[src/verilog/gpdp_pkg.sv]
// Shared constants, types and helpers of the GPIO port data and pull-up block.
// Assumes a 32-bit AXI4-Lite register bus and a single system clock.
`default_nettype none

package gpdp_pkg;

    localparam int PA_W = 32;
    localparam int PB_W = 4;
    localparam int PB_PINNED = 3;
    localparam int PA_HI_LSB = 12;
    localparam int PA_HI_W = 4;

    // Byte addresses of the registers
    localparam logic [31:0] OFS_PORT_A_PIN_DATA = 32'h0000_0000;
    localparam logic [31:0] OFS_PORT_B_PIN_DATA = 32'h0000_0004;
    localparam logic [31:0] OFS_PORT_B_PULLUP_DISABLE = 32'h0000_0008;
    localparam logic [31:0] OFS_PORT_A_PULLUP_DISABLE_HI = 32'h0000_000C;

    // Reset values
    localparam logic [PA_W-1:0] RST_PA_LATCH = 32'h0000_0000;
    localparam logic [PB_W-1:0] RST_PB_LATCH = 4'h0;
    localparam logic [PB_W-1:0] RST_PB_PUD = 4'h8;
    localparam logic [PA_HI_W-1:0] RST_PA_HI_PUD_ON = 4'h0;
    localparam logic [PA_HI_W-1:0] RST_PA_HI_PUD_OFF = 4'hF;

    localparam logic [1:0] RESP_OKAY = 2'h0;
    localparam logic [1:0] RESP_SLVERR = 2'h2;

    typedef enum {REG_PA_DAT, REG_PB_DAT, REG_PB_PUD, REG_PA_PUD_HI, REG_NONE} gpdp_reg_t;

    typedef struct packed {
        logic [31:0] awaddr;
        logic awvalid;
        logic [31:0] wdata;
        logic [3:0] wstrb;
        logic wvalid;
        logic bready;
        logic [31:0] araddr;
        logic arvalid;
        logic rready;
    } gpdp_axil_req_t;

    typedef struct packed {
        logic awready;
        logic wready;
        logic [1:0] bresp;
        logic bvalid;
        logic arready;
        logic [31:0] rdata;
        logic [1:0] rresp;
        logic rvalid;
    } gpdp_axil_rsp_t;

    typedef struct packed {
        logic en;
        logic [31:0] addr;
        logic [31:0] data;
        logic [3:0] strb;
    } gpdp_regwr_t;

    function automatic gpdp_reg_t decode(input logic [31:0] addr);
        case ({addr[31:2], 2'h0})
            OFS_PORT_A_PIN_DATA: decode = REG_PA_DAT;
            OFS_PORT_B_PIN_DATA: decode = REG_PB_DAT;
            OFS_PORT_B_PULLUP_DISABLE: decode = REG_PB_PUD;
            OFS_PORT_A_PULLUP_DISABLE_HI: decode = REG_PA_PUD_HI;
            default: decode = REG_NONE;
        endcase
    endfunction

    function automatic logic [31:0] apply_strb(input logic [31:0] old, input logic [31:0] data,
                                               input logic [3:0] strb);
        logic [31:0] res;
        res = old;
        for (int i = 0; i < 4; i++) begin
            if (strb[i]) begin
                res[i*8 +: 8] = data[i*8 +: 8];
            end
        end
        return res;
    endfunction

endpackage

`default_nettype wire

[src/verilog/gpdp_top.sv]
// GPIO port data registers for ports A and B and the port B and port A pins 12..15 pull-up disable controls.
// Assumes mux, direction and set/clear/invert strobes come from
// neighbouring logic on the same system clock; pin levels arrive asynchronously.
`timescale 1ns/10ps
`default_nettype none

module gpdp_top #(
    // Selects the product variant whose port A pins 12..15 pull-ups start off
    parameter bit PA_HI_PULLUP_OFF_AT_RESET = 1'b0
) (
    input wire logic I_SYS_CLK,
    input wire logic I_SYS_RST,
    input wire gpdp_pkg::gpdp_axil_req_t I_AXI,
    output gpdp_pkg::gpdp_axil_rsp_t O_AXI,
    input wire logic I_PROTECTED_WRITE_ENABLE,
    input wire logic [gpdp_pkg::PA_W-1:0] I_PA_PIN,
    input wire logic [gpdp_pkg::PB_PINNED-1:0] I_PB_PIN,
    input wire logic I_PB_INT_IN,
    input wire logic [gpdp_pkg::PA_W-1:0] I_PA_GPIO_SEL,
    input wire logic [gpdp_pkg::PA_W-1:0] I_PORT_A_DIRECTION,
    input wire logic [gpdp_pkg::PB_W-1:0] I_PB_GPIO_SEL,
    input wire logic [gpdp_pkg::PB_W-1:0] I_PORT_B_DIRECTION,
    input wire logic [gpdp_pkg::PA_W-1:0] I_PORT_A_BIT_SET,
    input wire logic [gpdp_pkg::PA_W-1:0] I_PORT_A_BIT_CLEAR,
    input wire logic [gpdp_pkg::PA_W-1:0] I_PORT_A_BIT_INVERT,
    input wire logic [gpdp_pkg::PB_W-1:0] I_PORT_B_BIT_SET,
    input wire logic [gpdp_pkg::PB_W-1:0] I_PORT_B_BIT_CLEAR,
    input wire logic [gpdp_pkg::PB_W-1:0] I_PORT_B_BIT_INVERT,
    output logic [gpdp_pkg::PA_W-1:0] O_PA_PIN,
    output logic [gpdp_pkg::PA_W-1:0] O_PA_PIN_OE,
    output logic [gpdp_pkg::PB_PINNED-1:0] O_PB_PIN,
    output logic [gpdp_pkg::PB_PINNED-1:0] O_PB_PIN_OE,
    output logic O_PB_INT_OUT,
    output logic O_PB_INT_OE,
    output logic [gpdp_pkg::PB_W-1:0] O_PB_PULLUP_EN,
    output logic [gpdp_pkg::PA_HI_W-1:0] O_PA_HI_PULLUP_EN
);

    ////////////////////////////////////////////////////////////////////////////
    // Declarations

    // Upper port A pull-up reset depends on the variant
    localparam logic [gpdp_pkg::PA_HI_W-1:0] RST_PA_HI_PUD =
        PA_HI_PULLUP_OFF_AT_RESET ? gpdp_pkg::RST_PA_HI_PUD_OFF : gpdp_pkg::RST_PA_HI_PUD_ON;

    // Bus side
    gpdp_pkg::gpdp_regwr_t wr;
    gpdp_pkg::gpdp_reg_t wr_reg;
    gpdp_pkg::gpdp_reg_t rd_reg;
    logic wr_ok;
    logic rd_ok;
    logic [31:0] rd_data;

    // Pin levels in the clock domain
    logic [gpdp_pkg::PA_W-1:0] pa_level;
    logic [gpdp_pkg::PB_PINNED-1:0] pb_pin_level;
    logic [gpdp_pkg::PB_W-1:0] pb_level;

    // Registered state
    logic [gpdp_pkg::PA_W-1:0] pa_latch;
    logic [gpdp_pkg::PB_W-1:0] pb_latch;
    logic [gpdp_pkg::PB_W-1:0] pb_pud;
    logic [gpdp_pkg::PA_HI_W-1:0] pa_hi_pud;
    logic [gpdp_pkg::PA_W-1:0] pa_oe;
    logic [gpdp_pkg::PB_W-1:0] pb_oe;

    // Next values
    logic [gpdp_pkg::PA_W-1:0] next_pa_latch;
    logic [gpdp_pkg::PB_W-1:0] next_pb_latch;
    logic [gpdp_pkg::PB_W-1:0] next_pb_pud;
    logic [gpdp_pkg::PA_HI_W-1:0] next_pa_hi_pud;
    logic [gpdp_pkg::PA_W-1:0] next_pa_oe;
    logic [gpdp_pkg::PB_W-1:0] next_pb_oe;

    ////////////////////////////////////////////////////////////////////////////
    // Bus front end

    // Read data is taken at the edge the address is accepted
    gpdp_axil_slave u_bus (
        .i_clk(I_SYS_CLK),
        .i_rst(I_SYS_RST),
        .i_req(I_AXI),
        .o_rsp(O_AXI),
        .o_wr(wr),
        .i_wr_ok(wr_ok),
        .i_rd_data(rd_data),
        .i_rd_ok(rd_ok)
    );

    ////////////////////////////////////////////////////////////////////////////
    // Pin level capture

    // Pins are asynchronous to the bus clock, so reads see them two edges late
    gpdp_sync #(
        .W(gpdp_pkg::PA_W)
    ) u_sync_pa (
        .i_clk(I_SYS_CLK),
        .i_rst(I_SYS_RST),
        .i_d(I_PA_PIN),
        .o_q(pa_level)
    );

    // Only the three pinned port B signals
    gpdp_sync #(
        .W(gpdp_pkg::PB_PINNED)
    ) u_sync_pb (
        .i_clk(I_SYS_CLK),
        .i_rst(I_SYS_RST),
        .i_d(I_PB_PIN),
        .o_q(pb_pin_level)
    );

    // Internal-only signal comes from same-clock logic, no synchroniser needed
    always_comb begin
        pb_level = {I_PB_INT_IN, pb_pin_level};
    end

    ////////////////////////////////////////////////////////////////////////////
    // Address decode and read path

    // Write side uses the held address
    always_comb begin
        wr_reg = gpdp_pkg::decode(wr.addr);
        wr_ok = (wr_reg != gpdp_pkg::REG_NONE);
    end

    // Read side decodes the live address
    always_comb begin
        rd_reg = gpdp_pkg::decode(I_AXI.araddr);
        rd_ok = (rd_reg != gpdp_pkg::REG_NONE);
    end

    // Data reads show pin levels; the latch itself is never readable here
    always_comb begin
        // Reserved and unmapped bits stay zero
        rd_data = 32'h0000_0000;
        unique case (rd_reg)
            gpdp_pkg::REG_PA_DAT: begin
                rd_data = pa_level;
            end
            gpdp_pkg::REG_PB_DAT: begin
                rd_data[gpdp_pkg::PB_W-1:0] = pb_level;
            end
            gpdp_pkg::REG_PB_PUD: begin
                rd_data[gpdp_pkg::PB_W-1:0] = pb_pud;
            end
            gpdp_pkg::REG_PA_PUD_HI: begin
                // Disables sit at the pins' own bit positions
                rd_data[gpdp_pkg::PA_HI_LSB +: gpdp_pkg::PA_HI_W] = pa_hi_pud;
            end
            gpdp_pkg::REG_NONE: begin
                rd_data = 32'h0000_0000;
            end
        endcase
    end

    ////////////////////////////////////////////////////////////////////////////
    // Output latches

    // Bus write loads first, then set, clear and invert act on the result,
    // so a strobe in the same cycle as a data write is never lost
    always_comb begin
        next_pa_latch = pa_latch;
        if (wr.en && wr_reg == gpdp_pkg::REG_PA_DAT) begin
            next_pa_latch = gpdp_pkg::apply_strb(pa_latch, wr.data, wr.strb);
        end
        next_pa_latch = ((next_pa_latch | I_PORT_A_BIT_SET) & ~I_PORT_A_BIT_CLEAR) ^ I_PORT_A_BIT_INVERT;
        if (I_SYS_RST) begin
            next_pa_latch = gpdp_pkg::RST_PA_LATCH;
        end
    end

    // Port B rides the low byte lane
    always_comb begin
        logic [31:0] pb_word;
        pb_word = 32'h0000_0000;
        next_pb_latch = pb_latch;
        if (wr.en && wr_reg == gpdp_pkg::REG_PB_DAT) begin
            pb_word = gpdp_pkg::apply_strb({28'h000_0000, pb_latch}, wr.data, wr.strb);
            next_pb_latch = pb_word[gpdp_pkg::PB_W-1:0];
        end
        next_pb_latch = ((next_pb_latch | I_PORT_B_BIT_SET) & ~I_PORT_B_BIT_CLEAR) ^ I_PORT_B_BIT_INVERT;
        if (I_SYS_RST) begin
            next_pb_latch = gpdp_pkg::RST_PB_LATCH;
        end
    end

    always_ff @(posedge I_SYS_CLK) begin
        pa_latch <= next_pa_latch;
    end

    always_ff @(posedge I_SYS_CLK) begin
        pb_latch <= next_pb_latch;
    end

    ////////////////////////////////////////////////////////////////////////////
    // Pull-up disable registers

    // Protected set: writes without the enable are dropped but still answered OKAY
    always_comb begin
        next_pb_pud = pb_pud;
        if (wr.en && I_PROTECTED_WRITE_ENABLE) begin
            if (wr_reg == gpdp_pkg::REG_PB_PUD && wr.strb[0]) begin
                // Bits above the four signals are not stored
                next_pb_pud = wr.data[gpdp_pkg::PB_W-1:0];
            end
        end
        if (I_SYS_RST) begin
            next_pb_pud = gpdp_pkg::RST_PB_PUD;
        end
    end

    // Port A pins 12..15
    always_comb begin
        next_pa_hi_pud = pa_hi_pud;
        if (wr.en && I_PROTECTED_WRITE_ENABLE) begin
            if (wr_reg == gpdp_pkg::REG_PA_PUD_HI && wr.strb[1]) begin
                next_pa_hi_pud = wr.data[gpdp_pkg::PA_HI_LSB +: gpdp_pkg::PA_HI_W];
            end
        end
        if (I_SYS_RST) begin
            next_pa_hi_pud = RST_PA_HI_PUD;
        end
    end

    always_ff @(posedge I_SYS_CLK) begin
        pb_pud <= next_pb_pud;
    end

    always_ff @(posedge I_SYS_CLK) begin
        pa_hi_pud <= next_pa_hi_pud;
    end

    // Internal signal leaks in low power until software clears its bit
    always_comb begin
        O_PB_PULLUP_EN = ~pb_pud;
    end

    // Same active-high sense for port A
    always_comb begin
        O_PA_HI_PULLUP_EN = ~pa_hi_pud;
    end

    ////////////////////////////////////////////////////////////////////////////
    // Pin drive

    // Enables are registered so they move in step with the latch
    always_comb begin
        next_pa_oe = I_PA_GPIO_SEL & I_PORT_A_DIRECTION;
        if (I_SYS_RST) begin
            next_pa_oe = '0;
        end
    end

    always_comb begin
        next_pb_oe = I_PB_GPIO_SEL & I_PORT_B_DIRECTION;
        if (I_SYS_RST) begin
            next_pb_oe = '0;
        end
    end

    always_ff @(posedge I_SYS_CLK) begin
        pa_oe <= next_pa_oe;
    end

    always_ff @(posedge I_SYS_CLK) begin
        pb_oe <= next_pb_oe;
    end

    always_comb begin
        O_PA_PIN = pa_latch;
        O_PA_PIN_OE = pa_oe;
    end

    // Bit 3 has no pin, so it leaves on ports of its own
    always_comb begin
        O_PB_PIN = pb_latch[gpdp_pkg::PB_PINNED-1:0];
        O_PB_PIN_OE = pb_oe[gpdp_pkg::PB_PINNED-1:0];
        O_PB_INT_OUT = pb_latch[gpdp_pkg::PB_W-1];
        O_PB_INT_OE = pb_oe[gpdp_pkg::PB_W-1];
    end

endmodule // gpdp_top

`default_nettype wire

[src/verilog/gpdp_sync.sv]
// Two-flop synchroniser for pin levels entering the system clock domain.
// Assumes levels only; no pulse is narrower than a few clock periods.
`timescale 1ns/10ps
`default_nettype none

module gpdp_sync #(
    parameter int W = 1
) (
    input wire logic i_clk,
    input wire logic i_rst,
    input wire logic [W-1:0] i_d,
    output logic [W-1:0] o_q
);

    logic [W-1:0] meta;
    logic [W-1:0] next_meta;
    logic [W-1:0] next_q;

    always_comb begin
        next_meta = i_rst ? '0 : i_d;
        next_q = i_rst ? '0 : meta;
    end

    always_ff @(posedge i_clk) begin
        meta <= next_meta;
        o_q <= next_q;
    end

endmodule // gpdp_sync

`default_nettype wire

[src/verilog/gpdp_axil_slave.sv]
// AXI4-Lite slave front end: holds address and data, issues one register write pulse.
// Assumes the register decode answers within the same cycle.
`timescale 1ns/10ps
`default_nettype none

module gpdp_axil_slave (
    input wire logic i_clk,
    input wire logic i_rst,
    input wire gpdp_pkg::gpdp_axil_req_t i_req,
    output gpdp_pkg::gpdp_axil_rsp_t o_rsp,
    output gpdp_pkg::gpdp_regwr_t o_wr,
    input wire logic i_wr_ok,
    input wire logic [31:0] i_rd_data,
    input wire logic i_rd_ok
);

    logic aw_held, w_held, bvalid, rvalid;
    logic [31:0] aw_addr, w_data, rdata;
    logic [3:0] w_strb;
    logic [1:0] bresp, rresp;
    logic next_aw_held, next_w_held, next_bvalid, next_rvalid;
    logic [31:0] next_aw_addr, next_w_data, next_rdata;
    logic [3:0] next_w_strb;
    logic [1:0] next_bresp, next_rresp;
    logic aw_fire, w_fire, ar_fire;

    always_comb begin
        o_rsp.awready = !aw_held && !bvalid;
        o_rsp.wready = !w_held && !bvalid;
        o_rsp.arready = !rvalid;
        o_rsp.bvalid = bvalid;
        o_rsp.bresp = bresp;
        o_rsp.rvalid = rvalid;
        o_rsp.rdata = rdata;
        o_rsp.rresp = rresp;
        // Both halves must be held before the write is issued
        o_wr.en = aw_held && w_held && !bvalid;
        o_wr.addr = aw_addr;
        o_wr.data = w_data;
        o_wr.strb = w_strb;
        aw_fire = i_req.awvalid && o_rsp.awready;
        w_fire = i_req.wvalid && o_rsp.wready;
        ar_fire = i_req.arvalid && o_rsp.arready;
        next_aw_held = aw_fire || (aw_held && !o_wr.en);
        next_w_held = w_fire || (w_held && !o_wr.en);
        next_aw_addr = aw_fire ? i_req.awaddr : aw_addr;
        next_w_data = w_fire ? i_req.wdata : w_data;
        next_w_strb = w_fire ? i_req.wstrb : w_strb;
        next_bvalid = o_wr.en || (bvalid && !i_req.bready);
        next_bresp = o_wr.en ? (i_wr_ok ? gpdp_pkg::RESP_OKAY : gpdp_pkg::RESP_SLVERR) : bresp;
        next_rvalid = ar_fire || (rvalid && !i_req.rready);
        next_rdata = ar_fire ? i_rd_data : rdata;
        next_rresp = ar_fire ? (i_rd_ok ? gpdp_pkg::RESP_OKAY : gpdp_pkg::RESP_SLVERR) : rresp;
        if (i_rst) begin
            next_aw_held = 1'b0;
            next_w_held = 1'b0;
            next_bvalid = 1'b0;
            next_rvalid = 1'b0;
            next_rdata = 32'h0000_0000;
            next_bresp = gpdp_pkg::RESP_OKAY;
            next_rresp = gpdp_pkg::RESP_OKAY;
        end
    end

    always_ff @(posedge i_clk) begin
        aw_held <= next_aw_held;
        w_held <= next_w_held;
        aw_addr <= next_aw_addr;
        w_data <= next_w_data;
        w_strb <= next_w_strb;
        bvalid <= next_bvalid;
        bresp <= next_bresp;
        rvalid <= next_rvalid;
        rdata <= next_rdata;
        rresp <= next_rresp;
    end

endmodule // gpdp_axil_slave

`default_nettype wire

[config.mk]
export PLATFORM = sky130hd
export DESIGN_NAME = gpdp_top
export DESIGN_NICKNAME = d
export VERILOG_FILES = /design/src/verilog/gpdp_pkg.sv /design/src/verilog/gpdp_top.sv /design/src/verilog/gpdp_sync.sv /design/src/verilog/gpdp_axil_slave.sv
export SDC_FILE = /design/constraint.sdc
export NUM_CORES = 1
export LEC_CHECK = 0
export ABC_AREA = 1
export BUFFER_PORTS_ARGS = -buffer_cell sky130_fd_sc_hd__buf_2
export CORE_AREA = 2 2 173 175
export DETAILED_ROUTE_END_ITERATION = 12
export DIE_AREA = 0 0 175 177
export PLACE_DENSITY = 0.65
export SLEW_MARGIN = 20
export SYNTH_ARGS = -nofsm -noshare
export SYNTH_HDL_FRONTEND = slang
export SYNTH_SLANG_ARGS = --single-unit
export TNS_END_PERCENT = 30
[constraint.sdc]
create_clock -name I_SYS_CLK -period 2.6 [get_ports I_SYS_CLK]
set_input_delay 0.65 -clock I_SYS_CLK [delete_from_list [all_inputs] [get_ports I_SYS_CLK]]
set_output_delay 0.65 -clock I_SYS_CLK [all_outputs]
set_load 0.03 [all_outputs]
==> flow_metrics.env <==
export IMPL_track_usage=0.172
export IMPL_antenna_found_initial=1
export IMPL_netlist_area_leader_share=0.368
export IMPL_setup_violations=0
export IMPL_numCtsBuffers=28
export IMPL_p_leak_nw=6.66
export IMPL_rows=63
export IMPL_min_period_over_period=0.778
export IMPL_netlist_instances=1184
export IMPL_cp_max_fo=32
export IMPL_grt_pass1_wl_um=43100
export IMPL_place_port_buffers=438
export IMPL_rsz0062_at_grt="false"
export IMPL_layout_common_cells="437 x buf_2, 210 x nand2_1, 189 x nor2_1"
export IMPL_fin_setup_tns_ns=0
export IMPL_wl_um=27900
export IMPL_ant_nets=0
export IMPL_run_status="finished, final reports clean"
export IMPL_ir_drop_mv=0.527
export IMPL_min_period_ns=2.02
export IMPL_min_path_cells=1
export IMPL_worst_pin_slew_ns=0.636
export IMPL_synthDistinctLibCells=33
export IMPL_crit_end="O_PA_PIN[16]$_SDFF_PP0_"
export IMPL_synth_compound_area_share=0.0541
export IMPL_holdWs_ns=0.277
export IMPL_drt_pass1_iterations=4
export IMPL_p_total_w=0.00917
export IMPL_grt_pass1_vias=8798
export IMPL_drive_gt1_frac=0.359
export IMPL_place_congestion=0.813
export IMPL_coreArea_mm2=0.0292
export IMPL_fmax_mhz=494
export IMPL_place_area_mm2=0.0127
export IMPL_fin_nets=1939
export IMPL_route_detailed_drc=0
export IMPL_die_area_mm2=0.0310
export IMPL_finalClockSkew_ns=0.0252
export IMPL_ys_ff_latch=254
export IMPL_grt_max_degree=142
export IMPL_maxSlewHeadroom=0.576
export IMPL_finalHoldViolCount=0
export IMPL_slew_violations=0
export IMPL_synthAdderAreaFrac=0
export IMPL_cts_tree="built"
export IMPL_cp_arrival_ns=2.44
export IMPL_die_h_um=177
export IMPL_fin_util=0.465
export IMPL_rr_worst_depth=10
export IMPL_r2r_setup_slack_ns=0.58
export IMPL_r2r_end="O_PA_PIN[16]$_SDFF_PP0_"
export IMPL_num_fill_cells=2858
export IMPL_synth_edf_count=66
export IMPL_netlist_area_mm2=0.0102
export IMPL_ys_warn_count=0
export IMPL_grtUsageMet2=0.307
export IMPL_post_drt_via_cell_ratio=4.45
export IMPL_crit_start="u_bus.aw_addr[26]$_DFFE_PP_"
export IMPL_cts_sinks=254
export IMPL_htreeDepth=1
export IMPL_die_w_um=175
export IMPL_initial_utilization=0.350
export IMPL_synthTopCellsByArea="dfxtp_1 37%, edfxtp_1 19%, nand2_1 7.7%"
export IMPL_wl_per_cell_um=13.8
export IMPL_crit_path_start_kind="register"
export IMPL_synthToLayoutAreaGrowth_pct=32.8
export IMPL_hold_buffers=0
export IMPL_synthXorXnorAreaFrac=0
export IMPL_worstReg2RegStart="u_bus.aw_addr[26]$_DFFE_PP_"
export IMPL_critPathRequiredTime_ns=3.02
export IMPL_grt_ovfl_total=0
export IMPL_async_flop_share=0
export IMPL_critical_path_class="reg2reg"
export IMPL_busiest_layer="met2"
export IMPL_synth_flop_cell="dfxtp_1"
export IMPL_yosys_area_share_simple=0.259
export IMPL_insertion_delay_ns=0.54
export IMPL_syn_avg_cell_area_um2=8.64
export IMPL_layout_commonest_cell="buf_2"
export IMPL_synthMuxAreaShare=0.0264
export IMPL_design_area_mm2=0.0136
export IMPL_hpwl_um=20600
export IMPL_clock_path_buffers=3
export IMPL_min_path_type="in2reg"
export IMPL_cts_setup_buffers=0
export IMPL_cts_resized=0
export IMPL_n_antenna_cell=0
export IMPL_end_kind="register"
export IMPL_powerDensity_mw_per_mm2=675
export IMPL_synth_top_family_by_area="simple AND/OR/NAND/NOR gates"
export IMPL_netlist_top_cell_by_area="dfxtp_1"
export IMPL_synth_seq_area_share=0.562
export IMPL_drtIter0Drc=408
export IMPL_vias=9010
export IMPL_root_buffer="clkbuf_16"
export IMPL_drv_cap=0
export IMPL_path_clk_slew_ns=0.06
export IMPL_grt_util_met3=0.0503
export IMPL_use_met1=0.201
export IMPL_ios=445
==> report_power, final <==
part / internal (W) / leakage [nW] / switching, W
logic: 0.000397 / 4.04 / 0.000601
registers: 0.00428 / 2.18 / 0.0000943
clock network: 0.00222 / 0.439 / 0.00159
==> metrics by stage <==
stage               std cells  worst slack (ns)
detailed placement       1975             0.352
finish                   2026             0.576
global placement         1975             0.411
global route             2026             0.330
CTS                      2026             0.559
floorplan                1185             0.537
==> layer usage <==
layer  routed length [um]  vias to the layer above
met2                13300                      354
met1                11600                     4018
met3                 2490                       46
met5                   13                        -
li1                     -                     4590
met4                  508                        2
==> critical path, stage by stage, from the launching register on <==
cell      delay, ns
edfxtp_1       0.40
inv_1          0.07
nand2_1        0.05
nor2_1         0.09
nand2_1        0.06
nor2_1         0.26
nand3_4        0.44
nand2_1        0.22
nand3_2        0.09
a21oi_1        0.13
nor2_1         0.06
==> synth_stat cells (2+ instances only) <==
library cell    n
nand3_1       129
nor2_2          4
nand3_2        31
nand2_1       210
buf_2          11
buf_12          3
nand2_2         2
buf_6           8
nand2b_1        4
nor2_4          4
edfxtp_1       66
buf_4           5
nor2_1        189
inv_1         175
mux2_2         24
a21oi_1        64
nand4_1         2
dfxtp_1       188
inv_2           2
clkbuf_1       22
o21ai_0        10
a21oi_2        20
==> cell type report <==
type | instances | area, um^2 | share of cell area
Multi-Input combinational cell | 703 | 3480 | 0.256
Timing Repair Buffer | 450 | 2310 | 0.170
Sequential cell | 254 | 5750 | 0.423
Tap cell | 390 | 488 | 0.0359
Inverter | 178 | 668 | 0.0492
Clock buffer | 34 | 776 | 0.0571
Clock inverter | 17 | 121 | 0.00893
==> flip-flops by register name, indices dropped and copies added, names as in the netlist, 3 cells and up <==
name,count
u_sync_pa.o_q,32
pb_oe,4
pb_latch,4
O_PA_PIN,32
u_sync_pb.meta,3
u_bus.aw_addr,30
u_bus.w_strb,4
O_PA_PIN_OE,32
u_sync_pb.o_q,3
u_bus.w_data,32
u_bus.rdata,32
pa_hi_pud,4
u_sync_pa.meta,32
pb_pud,4
==> kinds of logic (layout without fill, tap and decap cells) <==
group                  count (synthesis)  after routing
other                                  1              2
buffers and inverters                228            679
muxes                                 24             24
and+or+nand+nor                      582            582
DFF                                  254            254
AOI/OAI and AO/OA                     95             95
==> worst min-delay path by stage <==
stage | startpoint | endpoint | slack [ns]
4_1_cts | I_AXI[100] | u_bus.aw_addr[27]$_DFFE_PP_ | 0.26
3_5_place_dp | u_sync_pa.meta[29]$_SDFF_PP0_ | u_sync_pa.o_q[29]$_SDFF_PP0_ | 0.39
3_3_place_gp | u_sync_pa.meta[17]$_SDFF_PP0_ | u_sync_pa.o_q[17]$_SDFF_PP0_ | 0.39
2_1_floorplan | u_sync_pa.meta[0]$_SDFF_PP0_ | u_sync_pa.o_q[0]$_SDFF_PP0_ | 0.39
6_report | I_AXI[92] | u_bus.aw_addr[19]$_DFFE_PP_ | 0.28
5_1_grt | I_AXI[92] | u_bus.aw_addr[19]$_DFFE_PP_ | 0.25
Note: power is estimated with default switching activity, not from simulation.
